`config.mk`:
```
export PLATFORM = sky130hd
export DESIGN_NAME = ioir_reporter
export DESIGN_NICKNAME = d
export VERILOG_FILES = /design/src/include/ioir_pkg.sv /design/src/design/ioir_reporter.sv /design/src/design/ioir_sync.sv
export VERILOG_INCLUDE_DIRS = /design/src /design/src/include
export SDC_FILE = /design/constraint.sdc
export NUM_CORES = 1
export LEC_CHECK = 0
export BUFFER_PORTS_ARGS = -buffer_cell sky130_fd_sc_hd__buf_2
export CAP_MARGIN = 20
export CORE_MARGIN = 2
export CORE_UTILIZATION = 50
export DETAILED_ROUTE_END_ITERATION = 10
export PLACE_DENSITY = 0.75
export SLEW_MARGIN = 20
export SYNTH_ARGS = -nofsm -noshare
export SYNTH_HDL_FRONTEND = slang
export SYNTH_SLANG_ARGS = --single-unit
```
`constraint.sdc`:
```
create_clock -name core_clk -period 11.79 [get_ports core_clk]
set_input_delay 2.358 -clock core_clk [delete_from_list [all_inputs] [get_ports core_clk]]
set_output_delay 2.358 -clock core_clk [all_outputs]
set_load 0.05 [all_outputs]
```
`src/include/ioir_map.svh`:
```
// register offsets, field positions and reset values of the event reporter
`ifndef IOIR_MAP_SVH
`define IOIR_MAP_SVH
`define IOIR_ADR_CTRL     4'h0
`define IOIR_ADR_BASE     4'h1
`define IOIR_ADR_EVENT    4'h2
`define IOIR_ADR_STATUS   4'h3
`define IOIR_ADR_DIAG_EN  4'h4
`define IOIR_ADR_ACK      4'h5
`define IOIR_ADR_DOUT     4'h6
`define IOIR_CTRL_SEL_BIT 0
`define IOIR_CTRL_MODE_LO 1
`define IOIR_CTRL_GATE_LO 3
`define IOIR_ACK_PROC_BIT 0
`define IOIR_ACK_DIAG_BIT 1
`define IOIR_RST_CTRL     32'h0000_0000
`define IOIR_RST_BASE     16'h0000
`define IOIR_RST_DIAG_EN  4'h0
`define IOIR_DIAG_LOST    0
`define IOIR_DIAG_OUT_PWR 1
`define IOIR_DIAG_IN_PWR  2
`define IOIR_DIAG_SHORT   3
`endif

```
`src/include/ioir_pkg.sv`:
```
// types shared by the event reporter modules
package ioir_pkg;
  typedef enum logic [1:0] {
    IOIR_MODE_INPUTS,
    IOIR_MODE_COUNTER,
    IOIR_MODE_FREQ,
    IOIR_MODE_OFF
  } ioir_mode_t;

  typedef struct packed {
    logic [3:0] cmp_hit;
    logic [3:0] overflow;
    logic [3:0] underflow;
    logic [3:0] end_value;
    logic [3:0] meas_end;
    logic       hardware_gate_lvl3;
  } ioir_chan_ev_t;

  typedef struct packed {
    logic electronics_supply;
    logic input_power_supply;
    logic output_power_supply;
    logic output_short;
  } ioir_supply_t;

  typedef struct packed {
    logic [11:0] dout_led;
    logic        electronics_led;
    logic        input_supply_led;
    logic        output_supply_led;
    logic        output_fault_indicator;
  } ioir_led_t;
endpackage

```
`src/design/ioir_reporter.sv`:
```
// io event interrupt reporter with classic wishbone register slave
`timescale 1ns/100ps
`include "ioir_map.svh"
module ioir_reporter #(
  parameter int NUM_DIN  = 16,
  parameter int NUM_DOUT = 12
) (
  input  wire logic                   core_clk,
  input  wire logic                   sys_rst,
  input  wire logic                   wb_cyc_i,
  input  wire logic                   wb_stb_i,
  input  wire logic                   wb_we_i,
  input  wire logic [3:0]             wb_adr_i,
  input  wire logic [3:0]             wb_sel_i,
  input  wire logic [31:0]            wb_dat_i,
  output logic      [31:0]            wb_dat_o,
  output logic                        wb_ack_o,
  input  wire logic [NUM_DIN-1:0]     din_pin,
  input  wire ioir_pkg::ioir_chan_ev_t chan_ev,
  input  wire ioir_pkg::ioir_supply_t supply_pin,
  output logic                        process_irq,
  output logic                        diag_irq,
  output logic [15:0]                 irq_base_addr,
  output logic [31:0]                 irq_event_word,
  output logic [NUM_DOUT-1:0]         dout,
  output ioir_pkg::ioir_led_t         led
);
  import ioir_pkg::*;

  initial begin
    if (NUM_DIN != 16) $error("ioir_reporter: event word holds 16 inputs");
    if (NUM_DOUT != 12) $error("ioir_reporter: indicator set covers 12");
  end

  ////////////////////////////////////////////////////////////////////////////
  // state

  typedef struct packed {
    logic [31:0]         ctrl;
    logic [15:0]         base;
    logic [3:0]          diag_en;
    logic [NUM_DOUT-1:0] dout;
    logic [31:0]         pend;
    logic [31:0]         evword;
    logic                proc_busy;
    logic                diag_busy;
    logic                diag_lost;
    logic [NUM_DIN-1:0]  din_prev;
    logic [3:0]          sup_prev;
    logic                gate_prev;
    logic                ack;
    logic [31:0]         rdat;
  } ioir_st_t;

  ioir_st_t st_q;
  ioir_st_t st_d;

  logic [NUM_DIN-1:0] din_lvl;
  logic [3:0]         sup_lvl;
  logic [31:0]        new_ev;
  logic [3:0]         diag_cause;
  logic               proc_allowed;
  ioir_mode_t         mode;
  logic               sw_gate3;
  logic               gate_lvl;

  ioir_sync #(
    .WIDTH(NUM_DIN + 5)
  ) u_sync (
    .core_clk (core_clk),
    .sys_rst  (sys_rst),
    .pin_in   ({din_pin, supply_pin, chan_ev.hardware_gate_lvl3}),
    .level_out({din_lvl, sup_lvl, gate_lvl})
  );

  ////////////////////////////////////////////////////////////////////////////
  // helpers

  function automatic logic [31:0] wb_merge(input logic [31:0] old_v,
                                           input logic [31:0] new_v,
                                           input logic [3:0]  sel);
    logic [31:0] r;
    r = old_v;
    for (int b = 0; b < 4; b++) begin
      if (sel[b]) r[b*8 +: 8] = new_v[b*8 +: 8];
    end
    return r;
  endfunction

  function automatic logic [7:0] cnt_byte(input logic [1:0] lim,
                                          input logic [1:0] cmp);
    // low counter in bits 2/3, high counter in bits 6/7
    return {cmp[1], lim[1], 2'b00, cmp[0], lim[0], 2'b00};
  endfunction

  ////////////////////////////////////////////////////////////////////////////
  // event word assembly

  assign mode = ioir_mode_t'(st_q.ctrl[`IOIR_CTRL_MODE_LO +: 2]);
  assign proc_allowed = st_q.ctrl[`IOIR_CTRL_SEL_BIT];
  assign sw_gate3 = st_q.ctrl[`IOIR_CTRL_GATE_LO];

  always_comb begin
    logic [3:0] lim;
    logic [7:0] b11;
    b11 = '0;
    lim = chan_ev.overflow | chan_ev.underflow | chan_ev.end_value;
    new_ev = '0;
    // input edges in bytes 8 and 9
    new_ev[15:0] = din_lvl ^ st_q.din_prev;
    unique case (mode)
      IOIR_MODE_COUNTER: begin
        new_ev[23:16] = cnt_byte(lim[1:0], chan_ev.cmp_hit[1:0]);
        b11 = cnt_byte(lim[3:2], chan_ev.cmp_hit[3:2]);
        // gate 3 edges while software gate open
        b11[4] = sw_gate3 & gate_lvl & ~st_q.gate_prev;
        b11[5] = sw_gate3 & ~gate_lvl & st_q.gate_prev;
        new_ev[31:24] = b11;
      end
      IOIR_MODE_FREQ: begin
        new_ev[16] = chan_ev.meas_end[0];
        new_ev[20] = chan_ev.meas_end[1];
        new_ev[24] = chan_ev.meas_end[2];
        new_ev[28] = chan_ev.meas_end[3];
      end
      IOIR_MODE_INPUTS: b11 = '0;
      IOIR_MODE_OFF: begin
        new_ev = '0;
      end
    endcase
    if (mode != IOIR_MODE_COUNTER) b11 = '0;
  end

  ////////////////////////////////////////////////////////////////////////////
  // diagnostic causes

  always_comb begin
    diag_cause = '0;
    diag_cause[`IOIR_DIAG_LOST]    = st_q.diag_lost;
    diag_cause[`IOIR_DIAG_OUT_PWR] = ~sup_lvl[1];
    diag_cause[`IOIR_DIAG_IN_PWR]  = ~sup_lvl[2];
    diag_cause[`IOIR_DIAG_SHORT]   = sup_lvl[0];
    diag_cause = diag_cause & st_q.diag_en;
  end

  ////////////////////////////////////////////////////////////////////////////
  // next state

  always_comb begin
    logic wr;
    logic rd;
    logic ack_proc;
    logic ack_diag;
    logic [31:0] ev;
    logic [31:0] mrg_base;
    logic [31:0] mrg_dout;
    mrg_base = wb_merge({16'h0000, st_q.base}, wb_dat_i, wb_sel_i);
    mrg_dout = wb_merge({20'h00000, st_q.dout}, wb_dat_i, wb_sel_i);
    st_d = st_q;
    wr = wb_cyc_i & wb_stb_i & wb_we_i & ~st_q.ack;
    rd = wb_cyc_i & wb_stb_i & ~wb_we_i & ~st_q.ack;
    ack_proc = 1'b0;
    ack_diag = 1'b0;
    ev = proc_allowed ? new_ev : 32'h0000_0000;
    st_d.din_prev  = din_lvl;
    st_d.sup_prev  = sup_lvl;
    st_d.gate_prev = gate_lvl;
    st_d.ack = wb_cyc_i & wb_stb_i & ~st_q.ack;
    if (wr) begin
      unique case (wb_adr_i)
        `IOIR_ADR_CTRL: st_d.ctrl = wb_merge(st_q.ctrl, wb_dat_i, wb_sel_i);
        `IOIR_ADR_BASE: begin
          st_d.base = mrg_base[15:0];
        end
        `IOIR_ADR_DIAG_EN: if (wb_sel_i[0]) st_d.diag_en = wb_dat_i[3:0];
        `IOIR_ADR_ACK: begin
          ack_proc = wb_sel_i[0] & wb_dat_i[`IOIR_ACK_PROC_BIT];
          ack_diag = wb_sel_i[0] & wb_dat_i[`IOIR_ACK_DIAG_BIT];
        end
        `IOIR_ADR_DOUT: begin
          st_d.dout = mrg_dout[NUM_DOUT-1:0];
        end
        default: st_d.ctrl = st_q.ctrl;
      endcase
    end
    if (ack_diag) begin
      st_d.diag_busy = 1'b0;
      st_d.diag_lost = 1'b0;
    end
    if (ack_proc) begin
      st_d.proc_busy = 1'b0;
      st_d.evword    = '0;
    end
    // repeat of an event in the delivered word while handled
    if (st_q.proc_busy & ~ack_proc & |(ev & st_q.evword)) begin
      st_d.diag_lost = 1'b1;
    end
    // new events pend; set wins over delivery
    st_d.pend = (ack_proc ? st_q.pend : st_q.pend) | ev;
    if (~st_d.proc_busy & |st_q.pend) begin
      st_d.evword    = st_q.pend;
      st_d.proc_busy = 1'b1;
      st_d.pend      = ev;
    end
    if (|diag_cause) st_d.diag_busy = 1'b1;
    st_d.rdat = '0;
    if (rd) begin
      unique case (wb_adr_i)
        `IOIR_ADR_CTRL:    st_d.rdat = st_q.ctrl;
        `IOIR_ADR_BASE:    st_d.rdat = {16'h0000, st_q.base};
        `IOIR_ADR_EVENT:   st_d.rdat = st_q.evword;
        `IOIR_ADR_STATUS: begin
          st_d.rdat = {24'h000000, diag_cause, sup_lvl[3:2],
                       st_q.diag_busy, st_q.proc_busy};
        end
        `IOIR_ADR_DIAG_EN: st_d.rdat = {28'h0000000, st_q.diag_en};
        `IOIR_ADR_DOUT:    st_d.rdat = {20'h00000, st_q.dout};
        default:           st_d.rdat = '0;
      endcase
    end
  end

  always_ff @(posedge core_clk or posedge sys_rst) begin
    if (sys_rst) begin
      st_q         <= '0;
      st_q.ctrl    <= `IOIR_RST_CTRL;
      st_q.base    <= `IOIR_RST_BASE;
      st_q.diag_en <= `IOIR_RST_DIAG_EN;
    end else begin
      st_q <= st_d;
    end
  end

  ////////////////////////////////////////////////////////////////////////////
  // outputs

  assign wb_ack_o       = st_q.ack;
  assign wb_dat_o       = st_q.rdat;
  assign process_irq    = st_q.proc_busy;
  assign diag_irq       = st_q.diag_busy;
  assign irq_base_addr  = st_q.base;
  assign irq_event_word = st_q.evword;
  assign dout           = st_q.dout;
  assign led.dout_led = st_q.dout;
  assign led.electronics_led   = sup_lvl[3];
  assign led.input_supply_led  = sup_lvl[2];
  assign led.output_supply_led = sup_lvl[1];
  assign led.output_fault_indicator = sup_lvl[0];
endmodule

```
`src/design/ioir_sync.sv`:
```
// three-stage pin synchroniser with agreement of the last two stages
`timescale 1ns/100ps
module ioir_sync #(
  parameter int WIDTH = 1
) (
  input  wire logic             core_clk,
  input  wire logic             sys_rst,
  input  wire logic [WIDTH-1:0] pin_in,
  output logic      [WIDTH-1:0] level_out
);
  typedef struct packed {
    logic [WIDTH-1:0] s1;
    logic [WIDTH-1:0] s2;
    logic [WIDTH-1:0] s3;
    logic [WIDTH-1:0] lvl;
  } ioir_sync_st_t;

  ioir_sync_st_t st_q;
  ioir_sync_st_t st_d;

  initial begin
    if (WIDTH < 1) $error("ioir_sync: WIDTH must be at least 1");
  end

  always_comb begin
    st_d    = st_q;
    st_d.s1 = pin_in;
    st_d.s2 = st_q.s1;
    st_d.s3 = st_q.s2;
    // a change is taken only once two settled stages agree
    for (int i = 0; i < WIDTH; i++) begin
      if (st_q.s2[i] == st_q.s3[i]) begin
        st_d.lvl[i] = st_q.s3[i];
      end
    end
  end

  always_ff @(posedge core_clk or posedge sys_rst) begin
    if (sys_rst) begin
      st_q <= '0;
    end else begin
      st_q <= st_d;
    end
  end

  assign level_out = st_q.lvl;
endmodule

```
Yosys cells after proc, flatten, opt, wreduce, memory -nomap -nowiden
Cells that the tools add are included.
{"block": "word_totals", "reg_bits": 265, "latch_bits": 0, "mem_bits_rw": 0, "romBits": 0, "inputBits": 86, "output_inout_bits": 111, "word_cells": 138, "mem_count": 0}
{"block": "classes", "add_sub_neg": 0, "mul": 0, "n_div": 0, "magnitude_cmp": 0, "n_eq_ne": 30, "shifts": 0, "mux": 21, "bitwise_logic": 29, "n_reduce_logical": 16}
{"op": "case mux 32 bit (6 select lines)", "n": 1}
{"op": "2-to-1 mux 65 bit", "n": 1}
{"op": "2-to-1 mux 32 bit", "n": 2}
{"op": "OR reduction 32 bit", "n": 2}
{"op": "2-to-1 mux 33 bit", "n": 1}
{"op": "AND 32 bit", "n": 1}
{"op": "OR 32 bit", "n": 1}
{"op": "AND reduction 3 bit", "n": 9}
{"op": "== test 1 bit", "n": 21}
{"op": "2-to-1 mux 16 bit", "n": 1}
{"op": "bitwise XOR 16 bit", "n": 1}
{"op": "AND 1 bit", "n": 15}
{"op": "== test 4 x 3 -> 1 bit (second input constant)", "n": 3}
{"op": "2-to-1 mux 3 bit", "n": 4}
{"op": "2-to-1 mux 1 bit", "n": 9}
{"op": "== test 4 x 2 -> 1 bit (second input constant)", "n": 2}
{"op": "inverter 1 bit", "n": 8}
{"op": "OR 4 bit", "n": 2}
{"op": "nonzero test 2 bit", "n": 3}
{"op": "AND 4 bit", "n": 1}
{"op": "== test 2 bit (second input constant)", "n": 2}
{"op": "== test 4 x 1 -> 1 bit (second input constant)", "n": 1}
{"op": "zero test 4 bit", "n": 1}
{"op": "OR reduction 4 bit", "n": 1}
{"op": "other kinds (3)", "n": 3}

Logic depth before layout (Yosys ltp)
{"block": "logic_depth", "depth_word": 9, "ltp_mapped": 8, "depth_no_buf": 7}

By module
Synthesis repeated with hierarchy kept, for this count alone.
{"block": "hier_totals", "hier_cells": 794, "area_unflattened_um2": 10453.8}
{"module": "ioir_reporter", "instances": 1, "cells_per_inst": 667, "area_each_um2": 7953.9, "seq_area_each_um2": 4379.2}
{"module": "ioir_sync", "instances": 1, "cells_per_inst": 127, "area_each_um2": 2499.9, "seq_area_each_um2": 2102.0}

Least setup slack after synthesis
Ideal clock, no wire load.
{"block": "synth_timing", "path_type": "input port to flip-flop", "startpoint": "in wb_adr_i[1]", "endpoint": "reg st_q (netlist bit irq_base_addr[0])", "arrival_time_ns": 3.626, "required_ns": 11.665, "path_slack_ns": 8.039, "stages": 6, "n_path_buf": 2, "cell_sequence": "buf_2 nand2b_1 nor3_2 nor2b_1 buf_4 mux2_2"}
{"block": "synth_via", "elab_chain_len": 2}
{"item": "from (decl)", "line_no": "ioir_reporter.sv:13", "text": "input wire logic [3:0] wb_adr_i,"}
{"item": "== test 4 x 1 -> 1 bit", "line_no": "ioir_reporter.sv:170", "text": "unique case (wb_adr_i)"}
{"item": "AND reduction 3 bit (no source line)"}
{"item": "to (signal assigned)", "line_no": "ioir_reporter.sv:230", "text": "st_q <= st_d;"}
{"item": "to (decl)", "line_no": "ioir_reporter.sv:55", "text": "ioir_st_t st_q;"}
No other way between the ends.
A chain may end at the register's enable or synchronous reset.

==> results_dict.tcl <==
set metrics [dict create \
    clk_path_buf_depth 3 \
    top_layer "met4" \
    ys_types 60 \
    maxCapViolCount 0 \
    insertion_delay_ps 520 \
    cp-start-kind "input port" \
    cts.repair.resized 0 \
    grt_overflow 0 \
    diodes 0 \
    drt_iter0_markers 333 \
    pwr-share-comb 0.100 \
    vias 6163 \
    rows 52 \
    worstSetupStartpoint "sys_rst" \
    ys_async_sr_fraction 1.00 \
    cp.arrival_ps 4570 \
    pwr-share-clk 0.389 \
    pwr_density_cell_nw_per_um2 169 \
    routedWlPerCell_microns 18.8 \
    setup_viol 0 \
    antenna_found_initial 0 \
    die_area_sq_um 21900 \
    synth_top_area_frac 0.627 \
    ir_drop_uv 99.7 \
    grt_first_pass_wirelength_microns 34400 \
    synth_warnings 0 \
    gp_congestion 0.870 \
    clock_skew_ps 19.6 \
    yosys-mux-area-fraction 0.0704 \
    htreeDepth 1 \
    cts-root-buf "clkbuf_16" \
    grt_start_max_net_pins 108 \
    crit_end "dout[7]" \
    yosys.area.top_type "dfrtp_1" \
    vias_per_cell 5.40 \
    yosys.area_share.simple 0.0552 \
    synth_most_common_cell "dfrtp_1" \
    wl_met1_microns 9140 \
    synth.top_cells.by_area "dfrtp_1 63%, buf_4 8.1%, mux2_2 5.0%, a22o_1 2.9%, a22oi_1 2.2%" \
    syn_area_sq_um 10300 \
    cts.sinks 259 \
    antenna_left 0 \
    die_w_microns 148 \
    grt_usage 0.199 \
    crit_type "in2async" \
    fin_crit_sh 0.344 \
    worst_pin_slew_ps 922 \
    dr_wl_met3_microns 1460 \
    worstPathCellList "buf_2 > inv_8 > buf_6 > buf_4" \
    synthesis.instances 760 \
    synth_seq_cells 259 \
    power_switching_share 0.254 \
    wl_met2_microns 10000 \
    clk_pin_slew_worst_paths_ps 60 \
    syn_to_final_growth_pct 11.6 \
    tritoncts.num_buffers 26 \
    internal_power_mw 1.45 \
    fill_cells 1643 \
    reg2reg_to "st_q[158]" \
    post-cts-setup-buffers 0 \
    synthXorXnorAreaFrac 0.0135 \
    endpoint_kind "async pin" \
    synthFlopType "dfrtp_1" \
    portBuffers 193 \
    status "complete, no violations" \
    grt_setup_unrepaired "no" \
    nets 942 \
    dr.pass1.iters 5 \
    hpwl_microns 14900 \
    seq_area_frac_synth 0.627 \
    cp.required_ps 12310 \
    r2r_setup_slack_ps 9500 \
    synth_edf_count 0 \
    synth_fa_ha_area_frac 0.0240 \
    grt_pass1_vias 6231 \
    drt-total-wl_microns 21500 \
    p_sw_mw 0.495 \
    synth_top_family_by_area "compound AO/OA/AOI/OAI gates" \
    cpMaxStageDelayCell "buf_4" \
    io_pins 197 \
    drc_errors 0 \
    r2r_cells 4 \
    setup_tns_ps 0 \
    start_util 0.510 \
    slowest_delay_ps 820 \
    r2r-start "wb_ack_o" \
    cts_tree "done" \
    cts_hold_buf 0 \
    synth_area_per_cell_sq_um 13.6 \
    worstHoldPathType "reg2reg" \
    pwr-share-seq 0.510 \
    synthTopCellsByCount "259 x dfrtp_1, 111 x buf_4, 46 x mux2_2" \
    total_power_mw 1.95 \
    die_y_microns 148 \
    max_freq_mhz 247 \
    slew-limit-headroom 0.384 \
    synth_compound_area_frac 0.107 \
    core_area_sq_um 20300 \
    hold_viol 0 \
    slew_viol_final 0 \
    fin_crit_ps 4050 \
    crit_fanout 107 \
    p_leak_nw 5.54 \
    layout-drive-gt1-share 0.345 \
]
[routing by layer]
metal,track usage,up-vias
li1,-,2795
met1,0.283,3066
met2,0.311,247
met3,0.0330,55
met4,0.0738,0
met5,0,-
[through the flow]
| step | cell area (sq um) | instances | utilization | setup slack [ps] | hold slack (ps) |
|---|---|---|---|---|---|
| floorplan | 10400 | 762 | - | 2310 | 331 |
| global placement | 10700 | 1094 | 0.529 | 6830 | 332 |
| detailed placement | 10700 | 1094 | 0.529 | 6800 | 335 |
| CTS | 11500 | 1141 | 0.568 | 7350 | 347 |
| global route | 11500 | 1142 | 0.569 | 7310 | 350 |
| finish | 11500 | 1142 | 0.569 | 7740 | 343 |
[flip-flops by register name (all words and copies together) (netlist names)]
signal	cells
diag_irq	1
dout	12
irq_base_addr	16
irq_event_word	29
mode	2
proc_allowed	1
process_irq	1
st_q	80
u_sync.level_out	21
u_sync.st_d	42
u_sync.st_q	21
wb_ack_o	1
wb_dat_o	32
[worst min-delay path by stage]
| stage | from | to | slack (ps) | depth (start not counted) |
|---|---|---|---|---|
| after global routing | u_sync.st_d[62] | u_sync.st_d[41] | 350 | 0 |
| after global placement | u_sync.st_d[44] | u_sync.st_d[23] | 330 | 0 |
| after floorplan | u_sync.st_d[42] | u_sync.st_d[21] | 330 | 0 |
| after CTS | u_sync.st_d[50] | u_sync.st_d[29] | 350 | 0 |
| final | u_sync.st_d[50] | u_sync.st_d[29] | 340 | 0 |
| after detailed placement | u_sync.st_d[45] | u_sync.st_d[24] | 330 | 0 |
[cell families (layout without fill, tap and decap cells)]
family,Yosys count,after routing
buffers and inverters,159,269
xor gates and xnor gates,16,16
and+or+nand+nor,96,96
muxes,65,65
AOI/OAI and AO/OA,140,140
DFF,259,259
other,1,3
adders and majority gates,24,24
[worst max-delay path: cells and delay by family]
| family | cells | cell delay [ps] |
|---|---|---|
| buffers and inverters | 4 | 2050 |
[final cells by class]
class,count,area (sq um),area share
clock buffers,41,758,0.0657
clock inverters,6,33.8,0.00293
inverters,22,90.1,0.00780
multi-input cells,344,2820,0.244
flip-flops and latches,259,6480,0.561
well taps,270,338,0.0293
repair buffers,200,1030,0.0892
[cell usage in the layout (no fill, tap or decap), types with 8 or more instances in the layout]
cell type	netlist	layout
dfrtp_1	259	259
buf_2	17	193
mux2_2	46	46
a22o_1	34	34
a22oi_1	30	30
clkbuf_16	0	27
nor2_1	23	23
inv_1	22	21
maj3_1	21	21
o2bb2ai_1	19	19
nand2_1	17	17
xnor2_1	16	16
mux2_1	16	16
a21oi_1	13	13
clkbuf_1	4	11
nor4_1	9	9
a222oi_1	9	9
o22ai_1	8	8
[power by group through the flow]
stage / sequential [mW] / combinational [mW] / clock [mW]
detailed placement: 1.01 / 0.196 / 0
CTS: 0.994 / 0.197 / 0.774
global route: 1.00 / 0.211 / 0.818
finish: 0.994 / 0.195 / 0.758
floorplan: 0.993 / 0.168 / 0
global placement: 1.01 / 0.193 / 0
No activity file was read; power rests on OpenSTA's default activity.
